<file path="config.mk">
export PLATFORM = sky130hd
export DESIGN_NAME = camera_trigger_pulse_generator
export DESIGN_NICKNAME = d
export VERILOG_FILES = /design/src/core/trig_pkg.sv /design/src/core/camera_trigger_pulse_generator.sv
export VERILOG_INCLUDE_DIRS = /design/src /design/src/core
export SDC_FILE = /design/constraint.sdc
export NUM_CORES = 1
export LEC_CHECK = 0
export BUFFER_PORTS_ARGS = -buffer_cell sky130_fd_sc_hd__buf_2
export CORE_MARGIN = 1.5
export CORE_UTILIZATION = 50
export CTS_CLUSTER_SIZE = 10
export DETAILED_ROUTE_END_ITERATION = 8
export HOLD_SLACK_MARGIN = 0.12
export PLACE_DENSITY = 0.68
export SLEW_MARGIN = 20
export SYNTH_ARGS = -nofsm -noshare
export SYNTH_HDL_FRONTEND = slang
export SYNTH_SLANG_ARGS = --single-unit
</file>
<file path="constraint.sdc">
create_clock -name clk_i -period 11.8 [get_ports clk_i]
set_clock_uncertainty 0.2 [all_clocks]
set_input_delay 2.36 -clock clk_i [delete_from_list [all_inputs] [get_ports clk_i]]
set_output_delay 2.36 -clock clk_i [all_outputs]
set_load 0.01 [all_outputs]
</file>
<file path="src/core/trig_cfg.svh">
// constants for the camera trigger pulse generator: offsets, fields, resets, timing
`ifndef TRIG_CFG_SVH
`define TRIG_CFG_SVH

// ==========================================================
// register byte offsets
`define OFS_CTRL 8'h00
`define OFS_DELAY 8'h04
`define OFS_WIDTH 8'h08
`define OFS_BLANK 8'h0c
`define OFS_LINES 8'h10
`define OFS_POWER 8'h14
`define OFS_STATUS 8'h18

// ==========================================================
// field widths and positions
`define DELAY_W 12
`define WIDTH_W 16
`define BLANK_W 16
`define CNT_W 17
`define CTRL_W 21
`define LINES_POL_LSB 0
`define LINES_LVL_LSB 4
`define POWER_SEL_LSB 0
`define POWER_EN_BIT 3

// ==========================================================
// start mode codes held in the ctrl register
`define MODE_CONT 3'h0
`define MODE_LINE 3'h1
`define MODE_A 3'h2
`define MODE_B 3'h3
`define MODE_AB_UP 3'h4
`define MODE_AB_DN 3'h5

// ==========================================================
// reset values
`define CTRL_RST 21'h000000
`define DELAY_RST 12'h000
`define WIDTH_RST 16'h0000
`define BLANK_RST 16'h0000
`define LINES_RST 8'h00
`define POWER_RST 4'h0

// ==========================================================
// timing
`define CLK_MHZ 200
`define BASE_MHZ 50
`define BASE_DIV (`CLK_MHZ / `BASE_MHZ)
`define BLANK_EXTRA 3
`define POWER_STEP_MS 500
`define POWER_STEP_CYCLES (`POWER_STEP_MS * 1000 * `CLK_MHZ)

`endif

</file>
<file path="src/core/trig_pkg.sv">
// types shared by the camera trigger pulse generator
package trig_pkg;

    // ======================================================
    // main control word, msb first
    typedef struct packed {
        logic trig_output_two_invert;
        logic trig_output_one_invert;
        logic page_invert;
        logic line_invert;
        logic encoder_z_invert;
        logic encoder_b_invert;
        logic encoder_a_invert;
        logic ext_trig_enable;
        logic ext_trig_invert;
        logic ext_out_trig;
        logic use_ext_ref;
        logic [1:0] control_line_select;
        logic control_line_four_option;
        logic control_line_three_option;
        logic control_line_two_option;
        logic control_line_one_option;
        logic [2:0] start_mode;
        logic run;
    } ctrl_t;

    // one bit per synchronised input, in the order they are packed
    typedef struct packed {
        logic ext_ref;
        logic page;
        logic enc_z;
        logic enc_b;
        logic enc_a;
        logic line;
        logic ext_trig;
    } pins_t;

    // phases of one trigger cycle
    typedef enum logic [1:0] {
        ST_IDLE,
        ST_DELAY,
        ST_WIDTH,
        ST_BLANK
    } phase_t;

endpackage : trig_pkg

</file>
<file path="src/core/camera_trigger_pulse_generator.sv">
// camera trigger pulse generator: register port, input conditioning, cycle shaper, cable power
//
// Behaviour
// - cc1 or cc2 option puts the delay/width/blank cycle on line one.
// - line three never carries a trigger waveform.
// - line four option runs on internal base, or external reference when selected.
// - a switch selects the external reference clock as time base.
// - default counts step in 20 ns ticks of a 50 MHz base.
// - external output trigger option uses external reference ticks for counting.
// - external output trigger option drives line four with the trigger.
// - delay takes 0..4095, width and blank take 0..65535.
// - all-zero settings give a 100 ns period, one tick high.
// - larger width lengthens pulse, larger blank lengthens gap.
// - continuous mode repeats cycles freely with no start event.
// - line trigger mode starts one cycle per rising line edge.
// - phase A or B mode starts a cycle on that phase rising.
// - combined phase rise mode starts on rising combined phase.
// - combined phase fall mode starts on falling combined phase.
// - start mode applies to lines one, two and four, never three.
// - external trigger invert flips the external trigger input.
// - external trigger enable gates external trigger events.
// - encoder A, B, Z each have their own input invert.
// - line and page trigger inputs each have their own invert.
// - trigger outputs on lines one and two each have an invert.
// - cable power delay selectable 0.5 s to 4 s in half steps.
// - four-bit mask makes each control line active high.
`timescale 1ns/1ps
`include "trig_cfg.svh"

module camera_trigger_pulse_generator
    import trig_pkg::*;
#(
    parameter int unsigned POWER_STEP = `POWER_STEP_CYCLES
) (
    input wire logic clk_i,
    input wire logic reset_i,
    input wire logic [7:0] addr_i,
    input wire logic [31:0] wdata_i,
    input wire logic write_i,
    input wire logic read_i,
    output logic [31:0] rdata_o,
    input wire logic ext_trig_i,
    input wire logic line_trig_i,
    input wire logic page_trig_i,
    input wire logic enc_a_i,
    input wire logic enc_b_i,
    input wire logic enc_z_i,
    input wire logic ext_reference_input_i,
    output logic [3:0] cc_o,
    output logic page_pulse_o,
    output logic index_pulse_o,
    output logic cable_power_o
);

    // ======================================================
    // helpers

    // rising edge of a conditioned level against its previous sample
    function automatic logic rise(input logic now_v, input logic old_v);
        rise = now_v & ~old_v;
    endfunction : rise

    // final line level: active-high mask bit keeps it, clear bit inverts
    function automatic logic drive(input logic level, input logic high_act);
        drive = high_act ? level : ~level;
    endfunction : drive

    // ======================================================
    // registers
    ctrl_t ctrl_q;
    logic [`DELAY_W-1:0] delay_q;
    logic [`WIDTH_W-1:0] width_q;
    logic [`BLANK_W-1:0] blank_q;
    logic [7:0] lines_q;
    logic [3:0] power_q;
    logic [31:0] rdata_q;

    // address decode
    wire sel_ctrl = (addr_i == `OFS_CTRL);
    wire sel_delay = (addr_i == `OFS_DELAY);
    wire sel_width = (addr_i == `OFS_WIDTH);
    wire sel_blank = (addr_i == `OFS_BLANK);
    wire sel_lines = (addr_i == `OFS_LINES);
    wire sel_power = (addr_i == `OFS_POWER);
    wire sel_status = (addr_i == `OFS_STATUS);

    // register writes; fields are sized so out-of-range values cannot be stored
    always_ff @(posedge clk_i) begin
        if (reset_i) begin
            ctrl_q <= `CTRL_RST;
            delay_q <= `DELAY_RST;
            width_q <= `WIDTH_RST;
            blank_q <= `BLANK_RST;
            lines_q <= `LINES_RST;
            power_q <= `POWER_RST;
        end else if (write_i) begin
            if (sel_ctrl) ctrl_q <= ctrl_t'(wdata_i[`CTRL_W-1:0]);
            if (sel_delay) delay_q <= wdata_i[`DELAY_W-1:0];
            if (sel_width) width_q <= wdata_i[`WIDTH_W-1:0];
            if (sel_blank) blank_q <= wdata_i[`BLANK_W-1:0];
            if (sel_lines) lines_q <= wdata_i[7:0];
            if (sel_power) power_q <= wdata_i[3:0];
        end
    end

    // ======================================================
    // input synchronisers: two stages, then conditioning
    pins_t meta_q;
    pins_t sync_q;
    pins_t cond_d;
    pins_t cond_q;
    wire pins_t raw = '{ext_ref: ext_reference_input_i, page: page_trig_i, enc_z: enc_z_i,
                        enc_b: enc_b_i, enc_a: enc_a_i, line: line_trig_i,
                        ext_trig: ext_trig_i};

    // only sync_q reads meta_q
    always_ff @(posedge clk_i) begin
        if (reset_i) begin
            meta_q <= '0;
            sync_q <= '0;
        end else begin
            meta_q <= raw;
            sync_q <= meta_q;
        end
    end

    // per-input polarity after synchronisation, before any edge detector
    always_comb begin
        cond_d = sync_q;
        cond_d.ext_trig = sync_q.ext_trig ^ ctrl_q.ext_trig_invert;
        cond_d.enc_a = sync_q.enc_a ^ ctrl_q.encoder_a_invert;
        cond_d.enc_b = sync_q.enc_b ^ ctrl_q.encoder_b_invert;
        cond_d.enc_z = sync_q.enc_z ^ ctrl_q.encoder_z_invert;
        cond_d.line = sync_q.line ^ ctrl_q.line_invert;
        cond_d.page = sync_q.page ^ ctrl_q.page_invert;
    end

    // previous conditioned sample; an invert toggle may look like one edge
    always_ff @(posedge clk_i) begin
        if (reset_i) begin
            cond_q <= '0;
        end else begin
            cond_q <= cond_d;
        end
    end

    // combined phase is the xor of A and B, doubling the encoder rate
    wire ab_now = cond_d.enc_a ^ cond_d.enc_b;
    wire ab_old = cond_q.enc_a ^ cond_q.enc_b;

    // edge pulses, one clock each
    wire line_edge = rise(cond_d.line, cond_q.line);
    wire a_edge = rise(cond_d.enc_a, cond_q.enc_a);
    wire b_edge = rise(cond_d.enc_b, cond_q.enc_b);
    wire ab_up_edge = rise(ab_now, ab_old);
    wire ab_dn_edge = rise(ab_old, ab_now);
    wire ext_edge = rise(cond_d.ext_trig, cond_q.ext_trig) & ctrl_q.ext_trig_enable;
    wire ref_edge = rise(cond_d.ext_ref, cond_q.ext_ref);

    // ======================================================
    // base tick: internal 50 MHz divider or the external reference
    localparam logic [1:0] DIV_LAST = 2'(`BASE_DIV - 1);
    logic [1:0] div_q;
    // ext output option counts reference ticks too
    wire ext_base = ctrl_q.use_ext_ref | ctrl_q.ext_out_trig;
    wire int_tick = (div_q == DIV_LAST);
    wire tick = ext_base ? ref_edge : int_tick;

    // free-running divider keeps a steady 20 ns base
    always_ff @(posedge clk_i) begin
        if (reset_i) begin
            div_q <= '0;
        end else begin
            div_q <= int_tick ? 2'h0 : div_q + 2'h1;
        end
    end

    // ======================================================
    // start selection
    logic mode_edge;
    // codes 6 and 7 give no mode edge; only an enabled external trigger starts a cycle there
    always_comb begin
        case (ctrl_q.start_mode)
            `MODE_LINE: mode_edge = line_edge;
            `MODE_A: mode_edge = a_edge;
            `MODE_B: mode_edge = b_edge;
            `MODE_AB_UP: mode_edge = ab_up_edge;
            `MODE_AB_DN: mode_edge = ab_dn_edge;
            default: mode_edge = 1'b0;
        endcase
    end

    wire continuous = (ctrl_q.start_mode == `MODE_CONT);

    // edges while a cycle runs are dropped, so each taken edge makes exactly one cycle
    wire start = ctrl_q.run & (continuous | mode_edge | ext_edge);

    // ======================================================
    // cycle shaper
    phase_t phase_q;
    phase_t phase_d;
    logic [`CNT_W-1:0] cnt_q;
    logic [`CNT_W-1:0] cnt_d;
    logic [15:0] cycles_q;

    wire [`CNT_W-1:0] delay_load = `CNT_W'(delay_q) - `CNT_W'(1);
    wire [`CNT_W-1:0] width_load = `CNT_W'(width_q);
    wire [`CNT_W-1:0] blank_load = `CNT_W'(blank_q) + `CNT_W'(`BLANK_EXTRA);
    wire phase_done = tick & (cnt_q == '0);
    wire begin_cycle = (phase_q == ST_IDLE) & start;

    // delay (may be empty), pulse of width+1 ticks, gap of blank+4 ticks
    always_comb begin
        phase_d = phase_q;
        cnt_d = tick ? cnt_q - `CNT_W'(1) : cnt_q;
        case (phase_q)
            ST_IDLE: begin
                cnt_d = cnt_q;
                if (start) begin
                    phase_d = (delay_q == '0) ? ST_WIDTH : ST_DELAY;
                    cnt_d = (delay_q == '0) ? width_load : delay_load;
                end
            end
            ST_DELAY: begin
                if (phase_done) begin
                    phase_d = ST_WIDTH;
                    cnt_d = width_load;
                end
            end
            ST_WIDTH: begin
                if (phase_done) begin
                    phase_d = ST_BLANK;
                    cnt_d = blank_load;
                end
            end
            ST_BLANK: begin
                if (phase_done) begin
                    phase_d = ST_IDLE;
                    cnt_d = '0;
                    // continuous mode goes straight into the next cycle
                    if (ctrl_q.run & continuous) begin
                        phase_d = (delay_q == '0) ? ST_WIDTH : ST_DELAY;
                        cnt_d = (delay_q == '0) ? width_load : delay_load;
                    end
                end
            end
            default: begin
                phase_d = ST_IDLE;
                cnt_d = '0;
            end
        endcase
        // clearing run aborts a cycle at once
        if (!ctrl_q.run) begin
            phase_d = ST_IDLE;
            cnt_d = '0;
        end
    end

    always_ff @(posedge clk_i) begin
        if (reset_i) begin
            phase_q <= ST_IDLE;
            cnt_q <= '0;
        end else begin
            phase_q <= phase_d;
            cnt_q <= cnt_d;
        end
    end

    // count of cycles begun, wraps; software can see activity without sampling lines
    wire cont_restart = (phase_q == ST_BLANK) & phase_done & ctrl_q.run & continuous;
    always_ff @(posedge clk_i) begin
        if (reset_i) begin
            cycles_q <= '0;
        end else if (begin_cycle | cont_restart) begin
            cycles_q <= cycles_q + 16'h0001;
        end
    end

    // ======================================================
    // control line outputs
    wire pulse = (phase_q == ST_WIDTH);
    wire [3:0] cc_pol = lines_q[`LINES_POL_LSB +: 4];
    wire [3:0] cc_lvl = lines_q[`LINES_LVL_LSB +: 4];

    // lines that carry the trigger
    wire line1_trig = ctrl_q.control_line_one_option | ctrl_q.control_line_two_option;
    wire line2_trig = (ctrl_q.control_line_select == 2'h1);
    wire line4_trig = ctrl_q.ext_out_trig | ctrl_q.control_line_four_option;
    logic [3:0] cc_d;
    logic [3:0] cc_q;

    // lines without a trigger show their static level
    always_comb begin
        cc_d[0] = drive(line1_trig ? pulse ^ ctrl_q.trig_output_one_invert : cc_lvl[0],
                        cc_pol[0]);
        cc_d[1] = drive(line2_trig ? pulse ^ ctrl_q.trig_output_two_invert : cc_lvl[1],
                        cc_pol[1]);
        cc_d[2] = drive(cc_lvl[2], cc_pol[2]);
        cc_d[3] = drive(line4_trig ? pulse : cc_lvl[3], cc_pol[3]);
    end

    // registered so the lines are glitch free
    always_ff @(posedge clk_i) begin
        if (reset_i) begin
            cc_q <= 4'h0;
        end else begin
            cc_q <= cc_d;
        end
    end

    // page and index pulses go to the frame sequencer outside this block
    logic page_q;
    logic index_q;
    always_ff @(posedge clk_i) begin
        if (reset_i) begin
            page_q <= 1'b0;
            index_q <= 1'b0;
        end else begin
            page_q <= rise(cond_d.page, cond_q.page);
            index_q <= rise(cond_d.enc_z, cond_q.enc_z);
        end
    end

    // ======================================================
    // cable power delay: (sel+1) half-second steps after enable
    logic [31:0] pwr_cnt_q;
    logic pwr_on_q;
    wire pwr_en = power_q[`POWER_EN_BIT];
    wire [2:0] pwr_sel = power_q[`POWER_SEL_LSB +: 3];
    wire [31:0] pwr_target = 32'(POWER_STEP) * (32'(pwr_sel) + 32'h1);

    // disabling drops power at once and restarts the wait
    always_ff @(posedge clk_i) begin
        if (reset_i | ~pwr_en) begin
            pwr_cnt_q <= '0;
            pwr_on_q <= 1'b0;
        end else if (!pwr_on_q) begin
            pwr_cnt_q <= pwr_cnt_q + 32'h1;
            pwr_on_q <= (pwr_cnt_q + 32'h1 >= pwr_target);
        end
    end

    // ======================================================
    // read port, data one cycle after the strobe, unmapped reads zero
    wire [31:0] status_word = {cycles_q, 12'h000, pwr_on_q, phase_q, phase_q != ST_IDLE};
    wire [31:0] read_mux = sel_ctrl ? 32'(ctrl_q) :
                           sel_delay ? 32'(delay_q) :
                           sel_width ? 32'(width_q) :
                           sel_blank ? 32'(blank_q) :
                           sel_lines ? 32'(lines_q) :
                           sel_power ? 32'(power_q) :
                           sel_status ? status_word : 32'h0;

    always_ff @(posedge clk_i) begin
        if (reset_i) begin
            rdata_q <= '0;
        end else begin
            rdata_q <= read_i ? read_mux : 32'h0;
        end
    end

    // outputs come from flip-flops
    assign rdata_o = rdata_q;
    assign cc_o = cc_q;
    assign page_pulse_o = page_q;
    assign index_pulse_o = index_q;
    assign cable_power_o = pwr_on_q;

endmodule : camera_trigger_pulse_generator

</file>
==> metrics.md, run 1 <==
| Metric | Value |
|---|---|
| Outcome | `completed` |
| Measured slew at the worst slew-check pin | `1.13 ns` |
| TritonCTS clock tree | `done` |
| Final setup margin | `5.92 ns` |
| Worst relative slew slack | `24.6%` |
| Clock root cell | `clkbuf_16` |
| Critical path class | `flop to flop` |
| FP Rows | `54` |
| GRT Overall Usage | `26.8%` |
| Hold_buf cts | `0` |
| Syn Inst Count | `1374` |
| Crit path DAT | `6.07 ns` |
| Drt pass-1 iters | `5` |
| Area delta synth->final | `11.1%` |
| R2R cell count | `20` |
| Core Region | `0.0220 mm^2` |
| Routed WL per cell | `18.5 um` |
| Die height | `153 um` |
| Worst R2R End | `cable_power_o` |
| DRC violations left | `0` |
| Hold crit path type | `flop to flop` |
| Post-synth EDFFs | `0` |
| Cell Pwr Density | `116 mW/mm^2` |
| Sink Count | `206` |
| Final hold vios | `0` |
| Syn nets | `1484` |
| Hold path cells | `1` |
| Clock slew at reported path FFs | `0.05 ns` |
| Peak VDD IR | `89.1 uV` |
| Worst hold start | `cond_q[4]` |
| Postcts setup bufs | `0` |
| Final min period | `5.88 ns` |
| Cells resized by post-CTS repair | `0` |
| Max Clk Rate | `0.170 GHz` |
| Distinct cells, synth | `68` |
| Initial antenna violation count | `0` |
| Fraction of layout cells with a size suffix above 1 | `9.91%` |
| Commonest non-fill, non-tap cell in the layout | `dfxtp_1` |
| Min-Delay Endpoint | `index_pulse_o` |
| Final core utilization | `57.0%` |
| Detail Route Antenna Nets | `0` |
| Mapped cell area | `0.0113 mm^2` |
| CP Capture Type | `flop` |
| DIE WIDTH | `153 um` |
| Pre-CTS setup slack | `5.86 ns` |
| TritonCTS Buffers | `25` |
| Clk Latency, worst-skew pair | `0.53 ns` |
| First-pass GRT wire length | `50800 um` |
| Htree depth | `1` |
| Main synth FF type | `dfxtp_1` |
| Final setup violating endpoints | `0` |
| Initial core utilization | `51.3%` |
| Detail Placement HPWL | `22400 um` |
| Ys async rst share | `0%` |
| CP Max Fanout | `11` |
| Diodes inserted | `0` |
| Grt ovf | `0` |
| CP Launch Type | `flop` |
| Clock Path Buffers | `3` |
| Most frequent cells in the layout | `dfxtp_1 (206), nand2_1 (173), nor2_1 (156)` |
| Fin Setup TNS | `0 ns` |
| Final Max Tran Viols | `0` |
| Synthesis Warnings | `0` |
| Routed WL | `31400 um` |
| Setup repair after global routing missed its margin | `false` |
| Syn avg cell area | `8.23 um^2` |
| Crit path required time | `11.99 ns` |
| RR Startpoint | `power_q[0]` |
| Die area | `0.0235 mm^2` |
| Number of global-route vias before repair | `9631` |
| Via/cell ratio | `5.96` |
| Worst R2R Setup Slack | `5.92 ns` |
| GP Congestion | `0.982` |
| Top-Level Pins | `90` |
| Port bufs | `78` |
| Max-cap violations | `0` |
| Post-route clock period utilization | `49.8%` |
| FF+latch count, synth | `206` |
| Register area share after synthesis | `36.5%` |
| Leakage power | `4.86 nW` |
| Largest net degree at the start of global routing | `87` |
| Filler cells | `2067` |
| Final hold slack | `0.196 ns` |
| Final Net Count | `1527` |
| Via Count | `10100` |
| DRT iter0 DRCs | `889` |
-- worst max-delay path by stage --
stage                           from             to  slack [ns]  cells past startpoint
final                     power_q[0]  cable_power_o        5.92                     20
after global routing      power_q[0]  cable_power_o        5.49                     18
after CTS                 power_q[0]  cable_power_o        5.87                     18
after detailed placement  power_q[0]  cable_power_o        5.86                     18
after global placement    power_q[0]  cable_power_o        5.92                     18
after floorplan           power_q[0]  cable_power_o        6.71                     21
-- area by class of cell --
type	count	area (um^2)	area share [%]
clock buffers	30	664	5.29
clock inverters	3	43.8	0.349
inverters	32	120	0.956
multi-input cells	1065	6800	54.1
flip-flops and latches	206	4120	32.8
well taps	280	350	2.79
repair buffers	87	460	3.67
-- Yosys cell counts (8+ instances only) --
| master | n | share of area [%] |
|---|---|---|
| ha_1 | 51 | 5.6 |
| nand3_1 | 52 | 2.3 |
| nand2b_1 | 12 | 0.66 |
| inv_1 | 32 | 1.1 |
| nor3_1 | 38 | 1.7 |
| nand2_1 | 173 | 5.7 |
| a22oi_1 | 13 | 0.86 |
| nor2_1 | 156 | 5.2 |
| nor4_1 | 13 | 0.72 |
| a22o_1 | 8 | 0.62 |
| and4_1 | 8 | 0.62 |
| and2_1 | 14 | 0.77 |
| a221oi_1 | 9 | 0.70 |
| or3_1 | 16 | 0.89 |
| xor2_1 | 49 | 3.8 |
| a211oi_1 | 9 | 0.60 |
| a31oi_1 | 11 | 0.61 |
| clkbuf_1 | 62 | 2.1 |
| o22ai_1 | 18 | 1.0 |
| xnor2_1 | 73 | 5.7 |
| nor2b_1 | 26 | 1.4 |
| nand4_1 | 29 | 1.6 |
| a21oi_1 | 100 | 4.4 |
| mux2i_1 | 41 | 3.6 |
| o21ai_0 | 34 | 1.5 |
| and3_1 | 14 | 0.77 |
| dfxtp_1 | 206 | 36 |
| o211ai_1 | 9 | 0.60 |
| fa_1 | 8 | 1.4 |
-- power breakdown --
part / internal, mW / total, mW / switching (mW)
clock: 0.412 / 0.695 / 0.283
sequential: 0.701 / 0.703 / 0.00212
combinational: 0.0179 / 0.0551 / 0.0372
-- cells by family after synthesis --
| kind of cell | Yosys count | synth area share [%] |
|---|---|---|
| DFF | 206 | 36.5 |
| xor gates and xnor gates | 122 | 9.45 |
| and+or+nand+nor | 577 | 24.4 |
| adders and majority gates | 60 | 7.15 |
| muxes | 47 | 4.23 |
| AOI/OAI and AO/OA | 259 | 14.7 |
| buffers and inverters | 103 | 3.59 |
-- critical path, stage by stage, from the launching register on --
cell and delay, ns:
dfxtp_1 0.68, inv_1 0.37, ha_1 0.53, inv_1 0.20
fa_1 0.51, fa_1 0.43, ha_1 0.42, a2111oi_0 0.41
o211ai_1 0.19, nand2_1 0.14, o21bai_1 0.07, a21oi_1 0.17
xor2_1 0.09, ha_1 0.19, a21o_1 0.15, a21oi_1 0.13
nor2b_1 0.06, a2111oi_0 0.37, o211ai_1 0.15, o2111ai_1 0.15
nand4_1 0.11
-- through the flow --
| stage | total power, mW | instance area (um^2) | instances |
|---|---|---|---|
| 5_1_grt | 1.50 | 12600 | 1703 |
| 3_5_place_dp | 0.772 | 11800 | 1670 |
| 6_report | 1.45 | 12600 | 1703 |
| 2_1_floorplan | 0.750 | 11300 | 1374 |
| 4_1_cts | 1.46 | 12600 | 1703 |
| 3_3_place_gp | 0.771 | 11800 | 1670 |
-- state kept, by name, summed over array words and instances, names as in the netlist --
signal	cells
blank_q	16
cable_power_o	1
cc_o	4
cnt_q	17
cond_d	1
cond_q	7
ctrl_q	21
cycles_q	16
delay_q	12
div_q	2
index_pulse_o	1
lines_q	8
meta_q	7
page_pulse_o	1
phase_q	2
power_q	4
pwr_cnt_q	32
rdata_o	32
sync_q	6
width_q	16
-- layer usage --
metal,global-route usage (%),share of wire (%)
met5,0,0
met4,11.1,4.3
met3,4.00,6.1
met2,44.0,46
met1,35.2,44
Note: power is estimated with default switching activity, not from simulation.
==> run 2, diff against run 1 <==
--- a/config.mk
+++ b/config.mk
@@ -6,6 +6,7 @@
 export SDC_FILE = /design/constraint.sdc
 export NUM_CORES = 1
 export LEC_CHECK = 0
+export ABC_AREA = 1
 export BUFFER_PORTS_ARGS = -buffer_cell sky130_fd_sc_hd__buf_2
 export CORE_MARGIN = 1.5
 export CORE_UTILIZATION = 50
==> constraint.sdc (replaced) <==
create_clock -name clk_i -period 5.8 [get_ports clk_i]
set_clock_uncertainty 0.2 [all_clocks]
set_input_delay 1.16 -clock clk_i [delete_from_list [all_inputs] [get_ports clk_i]]
set_output_delay 1.16 -clock clk_i [all_outputs]
set_load 0.01 [all_outputs]
==> metrics.md, run 2 <==
| Metric | Value |
|---|---|
| Syn Inst Count | `1772 (+29%)` |
| Most frequent cells in the layout | `nand2_1 (311), inv_1 (253), nor2_1 (229)` |
| Clock root cell | `clkbuf_16` |
| Leading area contributor after synthesis | `dfxtp_1` |
| Syn avg cell area | `6.76 um^2 (-18%)` |
| Leakage power | `5.98 nW (+23%)` |
| Clk Latency, worst-skew pair | `0.53 ns (about the same)` |
| DRT iter0 DRCs | `895 (+0.67%)` |
| Hold crit path type | `flop to flop` |
| Hold_buf cts | `0 (unchanged)` |
| Final min period | `5.02 ns (-0.855 ns)` |
| Setup repair after global routing missed its margin | `false` |
| Crit path DAT | `5.22 ns (-0.85 ns)` |
| Fraction of layout cells with a size suffix above 1 | `9.30% (-0.61 points)` |
| Top cell type's share of synthesized area | `34.4% (-2.1 points)` |
| Mapped cell area | `0.0120 mm^2 (+6.0%)` |
| CP Capture Type | `flop` |
| Final hold vios | `0 (unchanged)` |
| Core Region | `0.0235 mm^2 (+6.6%)` |
| Register area share after synthesis | `34.4% (-2.1 points)` |
| Area delta synth->final | `10.9%` |
| Measured slew at the worst slew-check pin | `1.03 ns (-0.0935 ns)` |
| Number of global-route vias before repair | `10400 (+8.5%)` |
| Met2 Resource Use GR | `43.4% (-0.65 points)` |
| Cell Area, Placed | `0.0126 mm^2 (+6.4%)` |
| Most repeated cell in the gate-level netlist after synthesis | `nand2_1` |
| TritonCTS Buffers | `25 (unchanged)` |
| Final core utilization | `56.6% (-0.40 points)` |
| Top cells by count, synth | `nand2_1 (311), inv_1 (254), nor2_1 (229)` |
| Sequential cell area | `0.00412 mm^2 (unchanged)` |
| Post-synth EDFFs | `0 (unchanged)` |
| Via/cell ratio | `5.37 (-9.9%)` |
| Main synth FF type | `dfxtp_1` |
| Die area | `0.0249 mm^2 (+5.9%)` |
| Drt pass-1 iters | `8 (+3)` |
| Gr busiest metal | `met2` |
| Clock slew at reported path FFs | `0.06 ns (about the same)` |
| Htree depth | `1 (unchanged)` |
| Top post-synthesis cells by area | `dfxtp_1 (34%), nand2_1 (9.7%), inv_1 (8.0%)` |
| Clock Path Buffers | `3 (unchanged)` |
| Postcts setup bufs | `0 (unchanged)` |
| Initial core utilization | `51.1% (-0.26 points)` |
| Final Max Tran Viols | `0 (unchanged)` |
| Final setup violating endpoints | `0 (unchanged)` |
| DRC violations left | `0 (unchanged)` |
| Crit path required time | `6.00 ns (-5.99 ns)` |
| Ys async rst share | `0% (unchanged)` |
| Distinct cells, synth | `50 (-26%)` |
| Design area | `0.0133 mm^2 (+5.8%)` |
| Fin Setup TNS | `0 ns (unchanged)` |
| GRT Overall Usage | `27.0% (+0.24 points)` |
| GP Congestion | `0.902 (-8.2%)` |
| Largest net degree at the start of global routing | `90 (+3.4%)` |
| Routed WL | `33700 um (+7.3%)` |
| Syn nets | `1882 (+27%)` |
| Detail Route Antenna Nets | `0 (unchanged)` |
| TritonCTS clock tree | `done` |
| M1 GR Usage | `37.3% (+2.2 points)` |
| Max-cap violations | `0 (unchanged)` |
| CP Max Fanout | `8 (-3)` |
| CP Launch Type | `flop` |
| Cell Pwr Density | `221 mW/mm^2 (+91%)` |
| Die height | `158 um (+2.9%)` |
| Cells resized by post-CTS repair | `0 (unchanged)` |
| Critical path class | `flop to flop` |
| Final Net Count | `1942 (+27%)` |
| First-pass GRT wire length | `53600 um (+5.5%)` |
| Outcome | `completed` |
| Commonest non-fill, non-tap cell in the layout | `nand2_1` |
| FP Rows | `56 (+3.7%)` |
| Port bufs | `78 (unchanged)` |
| Sink Count | `206 (unchanged)` |
| M3 GR Usage | `4.00% (about the same)` |
| Final Power | `2.94 mW (+100%)` |
| DIE WIDTH | `158 um (+2.9%)` |
| Filler cells | `2287 (+11%)` |
| Via Count | `11600 (+14%)` |
| Post-route clock period utilization | `86.6% (+37 points)` |
| Initial antenna violation count | `0 (unchanged)` |
| Top-Level Pins | `90 (unchanged)` |
| Fin cells | `2158 (+27%)` |
| Synthesis Warnings | `0 (unchanged)` |
| Multi-input gate area | `0.00663 mm^2 (-2.5%)` |
| Placed instance count | `2124 (+27%)` |
| Max Clk Rate | `0.199 GHz (+17%)` |
| Detail Placement HPWL | `24800 um (+11%)` |
| Diodes inserted | `0 (unchanged)` |
| Worst relative slew slack | `30.9% (+6.3 points)` |
| FF+latch count, synth | `206 (unchanged)` |
| Routed WL per cell | `15.6 um (-15%)` |
| Grt ovf | `0 (unchanged)` |
| Peak VDD IR | `309 uV (+250%)` |
[run 2: changes by cell type in the layout (fill, tap and decap cells not counted), moves of 15 or more]
| cell | change |
|---|---|
| xnor2_1 | -61 |
| nand3_1 | +64 |
| mux2i_1 | -41 |
| o21ai_0 | +132 |
| nor2b_1 | -26 |
| nand2_1 | +138 |
| or3_1 | -15 |
| a21oi_1 | +50 |
| inv_1 | +221 |
| nor2_1 | +73 |
[run 2: cell families after synthesis]
logic type	after synthesis	synth area share, %
flip-flops	206	34.4
XOR/XNOR	70	5.12
AND/OR/NAND/NOR	743	26.6
AO/OA/AOI/OAI	376	16.9
adder cells (fa/ha/maj)	59	6.66
buffers and inverters	318	10.3
[run 2: cell type report]
| cell class | count | share of cell area [%] |
|---|---|---|
| flip-flops and latches | 206 | 31.0 |
| clock inverters | 3 | 0.141 |
| clock buffers | 31 | 5.03 |
| repair buffers | 88 | 3.50 |
| well taps | 319 | 3.00 |
| inverters | 263 | 7.43 |
| multi-input cells | 1248 | 49.9 |
[run 2: path summary, 6_finish.rpt]
check                   from            end  slack, ns  depth (start not counted)
setup / recovery  power_q[0]  cable_power_o       0.78                         24
hold / removal     cond_q[5]   page_pulse_o       0.19                          1
setup reg to reg  power_q[0]  cable_power_o       0.78                         24
hold reg to reg    cond_q[5]   page_pulse_o       0.19                          1
[run 2: per-layer routing]
| layer | share of wire (%) | vias up | wire (um) |
|---|---|---|---|
| li1 | - | 5859 | - |
| met1 | 47 | 5257 | 15800 |
| met2 | 45 | 409 | 15100 |
| met3 | 6.3 | 56 | 2120 |
| met4 | 2.1 | 0 | 718 |
| met5 | 0 | - | 0 |
[run 2: where the power goes]
| part | internal, mW | total (mW) | switching [mW] |
|---|---|---|---|
| registers | 1.43 | 1.43 | 0.00442 |
| logic | 0.0411 | 0.128 | 0.0866 |
| clock network | 0.797 | 1.38 | 0.583 |
[run 2: stage by stage]
stage	hold slack, ns	setup WS [ns]
floorplan	0.176	0.895
global placement	0.181	0.771
detailed placement	0.185	0.774
CTS	0.193	0.767
global route	0.214	0.248
finish	0.192	0.779
[run 2: critical path, cell delays in order, from the launching register on]
cell and delay (ns):
dfxtp_1 0.57, inv_1 0.12, ha_1 0.40, inv_1 0.17, fa_1 0.51, fa_1 0.44
ha_1 0.38, nand2_1 0.13, inv_1 0.10, o21ai_0 0.09, nand3_1 0.16, nand2_1 0.09
nand2_1 0.05, a21oi_1 0.25, o21ai_0 0.14, xor2_1 0.16, ha_1 0.18, a21oi_1 0.12
nor3_1 0.05, a211oi_1 0.18, nand2_1 0.08, nand2_1 0.06, nand2_1 0.05, a21oi_1 0.13
a21oi_1 0.08
==> run 3, diff against run 2 <==
--- a/config.mk
+++ b/config.mk
@@ -8,12 +8,12 @@
 export LEC_CHECK = 0
 export ABC_AREA = 1
 export BUFFER_PORTS_ARGS = -buffer_cell sky130_fd_sc_hd__buf_2
+export CAP_MARGIN = 25
 export CORE_MARGIN = 1.5
-export CORE_UTILIZATION = 50
+export CORE_UTILIZATION = 45
 export CTS_CLUSTER_SIZE = 10
 export DETAILED_ROUTE_END_ITERATION = 8
 export HOLD_SLACK_MARGIN = 0.12
-export PLACE_DENSITY = 0.68
 export SLEW_MARGIN = 20
 export SYNTH_ARGS = -nofsm -noshare
 export SYNTH_HDL_FRONTEND = slang
==> constraint.sdc (replaced) <==
create_clock -name clk_i -period 5.2 [get_ports clk_i]
set_clock_uncertainty 0.2 [all_clocks]
set_input_delay 1.04 -clock clk_i [delete_from_list [all_inputs] [get_ports clk_i]]
set_output_delay 1.04 -clock clk_i [all_outputs]
set_load 0.01 [all_outputs]
==> metrics.md, run 3 (same netlist as run 2, synthesis figures left out) <==
| Metric | Value |
|---|---|
| Initial core utilization | `45.9% (-5.2 points)` |
| Worst relative slew slack | `35.1% (+4.2 points)` |
| Post-route clock period utilization | `91.3% (+4.8 points)` |
| Clock root cell | `clkbuf_16` |
| Critical path class | `flop to flop` |
| RR Startpoint | `power_q[0]` |
| Fin Setup TNS | `0 ns (unchanged)` |
| Cells resized by post-CTS repair | `0 (unchanged)` |
| WL met2 | `15100 um (-0.41%)` |
| Number of global-route vias before repair | `10600 (+1.5%)` |
| Leakage power | `6.01 nW (+0.53%)` |
| Fin cells | `2179 (+0.97%)` |
| CP Launch Type | `flop` |
| Met1 Wirelength | `16800 um (+6.8%)` |
| Max Clk Rate | `0.211 GHz (+5.7%)` |
| Top delay family on crit path | `adder cells` |
| CP Capture Type | `flop` |
| TritonCTS Buffers | `25 (unchanged)` |
| Most used cell, CP | `nand2_1` |
| Sink Count | `206 (unchanged)` |
| Final hold vios | `0 (unchanged)` |
| Measured slew at the worst slew-check pin | `0.972 ns (-0.0629 ns)` |
| Final min period | `4.75 ns (-0.271 ns)` |
| Hold crit path type | `flop to flop` |
| Cell Pwr Density | `248 mW/mm^2 (+12%)` |
| Final Net Count | `1947 (+0.26%)` |
| GRT Overall Usage | `24.8% (-2.2 points)` |
| Clk Latency, worst-skew pair | `0.53 ns (about the same)` |
| Largest net degree at the start of global routing | `90 (unchanged)` |
| Commonest non-fill, non-tap cell in the layout | `nand2_1` |
| Final core utilization | `51.2% (-5.4 points)` |
| Most frequent cells in the layout | `nand2_1 (311), inv_1 (253), nor2_1 (229)` |
| Die area | `0.0276 mm^2 (+11%)` |
| Final Max Tran Viols | `0 (unchanged)` |
| Min-Delay Endpoint | `page_pulse_o` |
| Worst path bufs/invs | `5 (+2)` |
| Via Count | `11600 (+0.14%)` |
| Failing checks | `design-rule violations` |
| Routed WL per cell | `16.0 um (+2.3%)` |
| First-pass GRT wire length | `55900 um (+4.3%)` |
| Via/cell ratio | `5.32 (-0.83%)` |
| Hold path cells | `1 (unchanged)` |
| DRT iter0 DRCs | `898 (+0.34%)` |
| DRC violations left | `2 (+2)` |
| Drt pass-1 iters | `7 (-1)` |
| Routed WL | `34800 um (+3.3%)` |
| Max-cap violations | `0 (unchanged)` |
| CP Max Fanout | `10 (+2)` |
| FP Rows | `59 (+5.4%)` |
| Met3 Routed Length | `2300 um (+8.3%)` |
| Clock Path Buffers | `3 (unchanged)` |
| Diodes inserted | `0 (unchanged)` |
| Grt ovf | `0 (unchanged)` |
| Outcome | `finished, violations left` |
| Detail Route Antenna Nets | `0 (unchanged)` |
| Detail Placement HPWL | `25800 um (+3.6%)` |
| Crit path max-delay cell type | `fa_1` |
| Core Region | `0.0261 mm^2 (+11%)` |
| Worst hold start | `cond_q[5]` |
| Port bufs | `78 (unchanged)` |
| Die height | `166 um (+5.3%)` |
| Worst R2R End | `cable_power_o` |
| Clock slew at reported path FFs | `0.06 ns (about the same)` |
| Postcts setup bufs | `0 (unchanged)` |
| Hold_buf cts | `0 (unchanged)` |
| Uppermost routed layer | `met4` |
| Placed instance count | `2143 (+0.89%)` |
| Crit path required time | `5.44 ns (-0.56 ns)` |
| TritonCTS clock tree | `done` |
| Top-Level Pins | `90 (unchanged)` |
| Area delta synth->final | `11.7%` |
| Initial antenna violation count | `0 (unchanged)` |
| Crit path DAT | `4.99 ns (-0.23 ns)` |
| Setup repair after global routing missed its margin | `false` |
| Htree depth | `1 (unchanged)` |
| Largest stage delay on the critical path | `0.53 ns (-0.04 ns)` |
| Worst R2R Setup Slack | `0.45 ns (-0.33 ns)` |
| R2R cell count | `26 (+8.3%)` |
| GP Congestion | `0.883 (-2.0%)` |
| Final setup violating endpoints | `0 (unchanged)` |
| DIE WIDTH | `166 um (+5.3%)` |
| Fraction of layout cells with a size suffix above 1 | `9.71% (+0.41 points)` |
| Peak VDD IR | `226 uV (-27%)` |
==> run 3: routing by layer <==
metal,vias to the layer above,GRT usage (%)
met2,362,39.2
li1,5852,-
met1,5341,36.0
met4,0,5.74
met3,42,2.98
met5,-,0
==> run 3: layout make-up <==
| cell class | instances | area [um^2] |
|---|---|---|
| multi-input combinational | 1248 | 6640 |
| clock buffer | 32 | 692 |
| sequential | 206 | 4120 |
| timing repair buffer | 93 | 510 |
| inverter | 263 | 987 |
| fill | 2681 | 12700 |
| clock inverter | 2 | 13.8 |
| tap | 335 | 419 |
==> run 3: report_power, final <==
group          leakage (nW)  switching, mW  internal [mW]
logic                  4.00         0.0985         0.0460
registers              1.66        0.00508           1.59
clock network         0.349          0.658          0.916
==> run 3: worst max-delay path by stage <==
stage	slack, ns	depth (start not counted)	endpoint	from
after detailed placement	0.30	24	cable_power_o	power_q[0]
after CTS	0.28	24	cable_power_o	power_q[0]
after floorplan	0.29	24	cable_power_o	power_q[0]
after global routing	0.03	26	cable_power_o	power_q[0]
final	0.45	26	cable_power_o	power_q[0]
after global placement	0.41	24	cable_power_o	power_q[0]
==> run 3: through the flow <==
step	hold slack (ns)	instance area (um^2)	setup WS, ns	total power [mW]
3_3_place_gp	0.183	12600	0.410	1.77
5_1_grt	0.215	13400	0.0265	3.43
4_1_cts	0.195	13400	0.282	3.34
2_1_floorplan	0.176	12000	0.295	1.72
6_report	0.191	13400	0.451	3.31
3_5_place_dp	0.188	12600	0.303	1.77
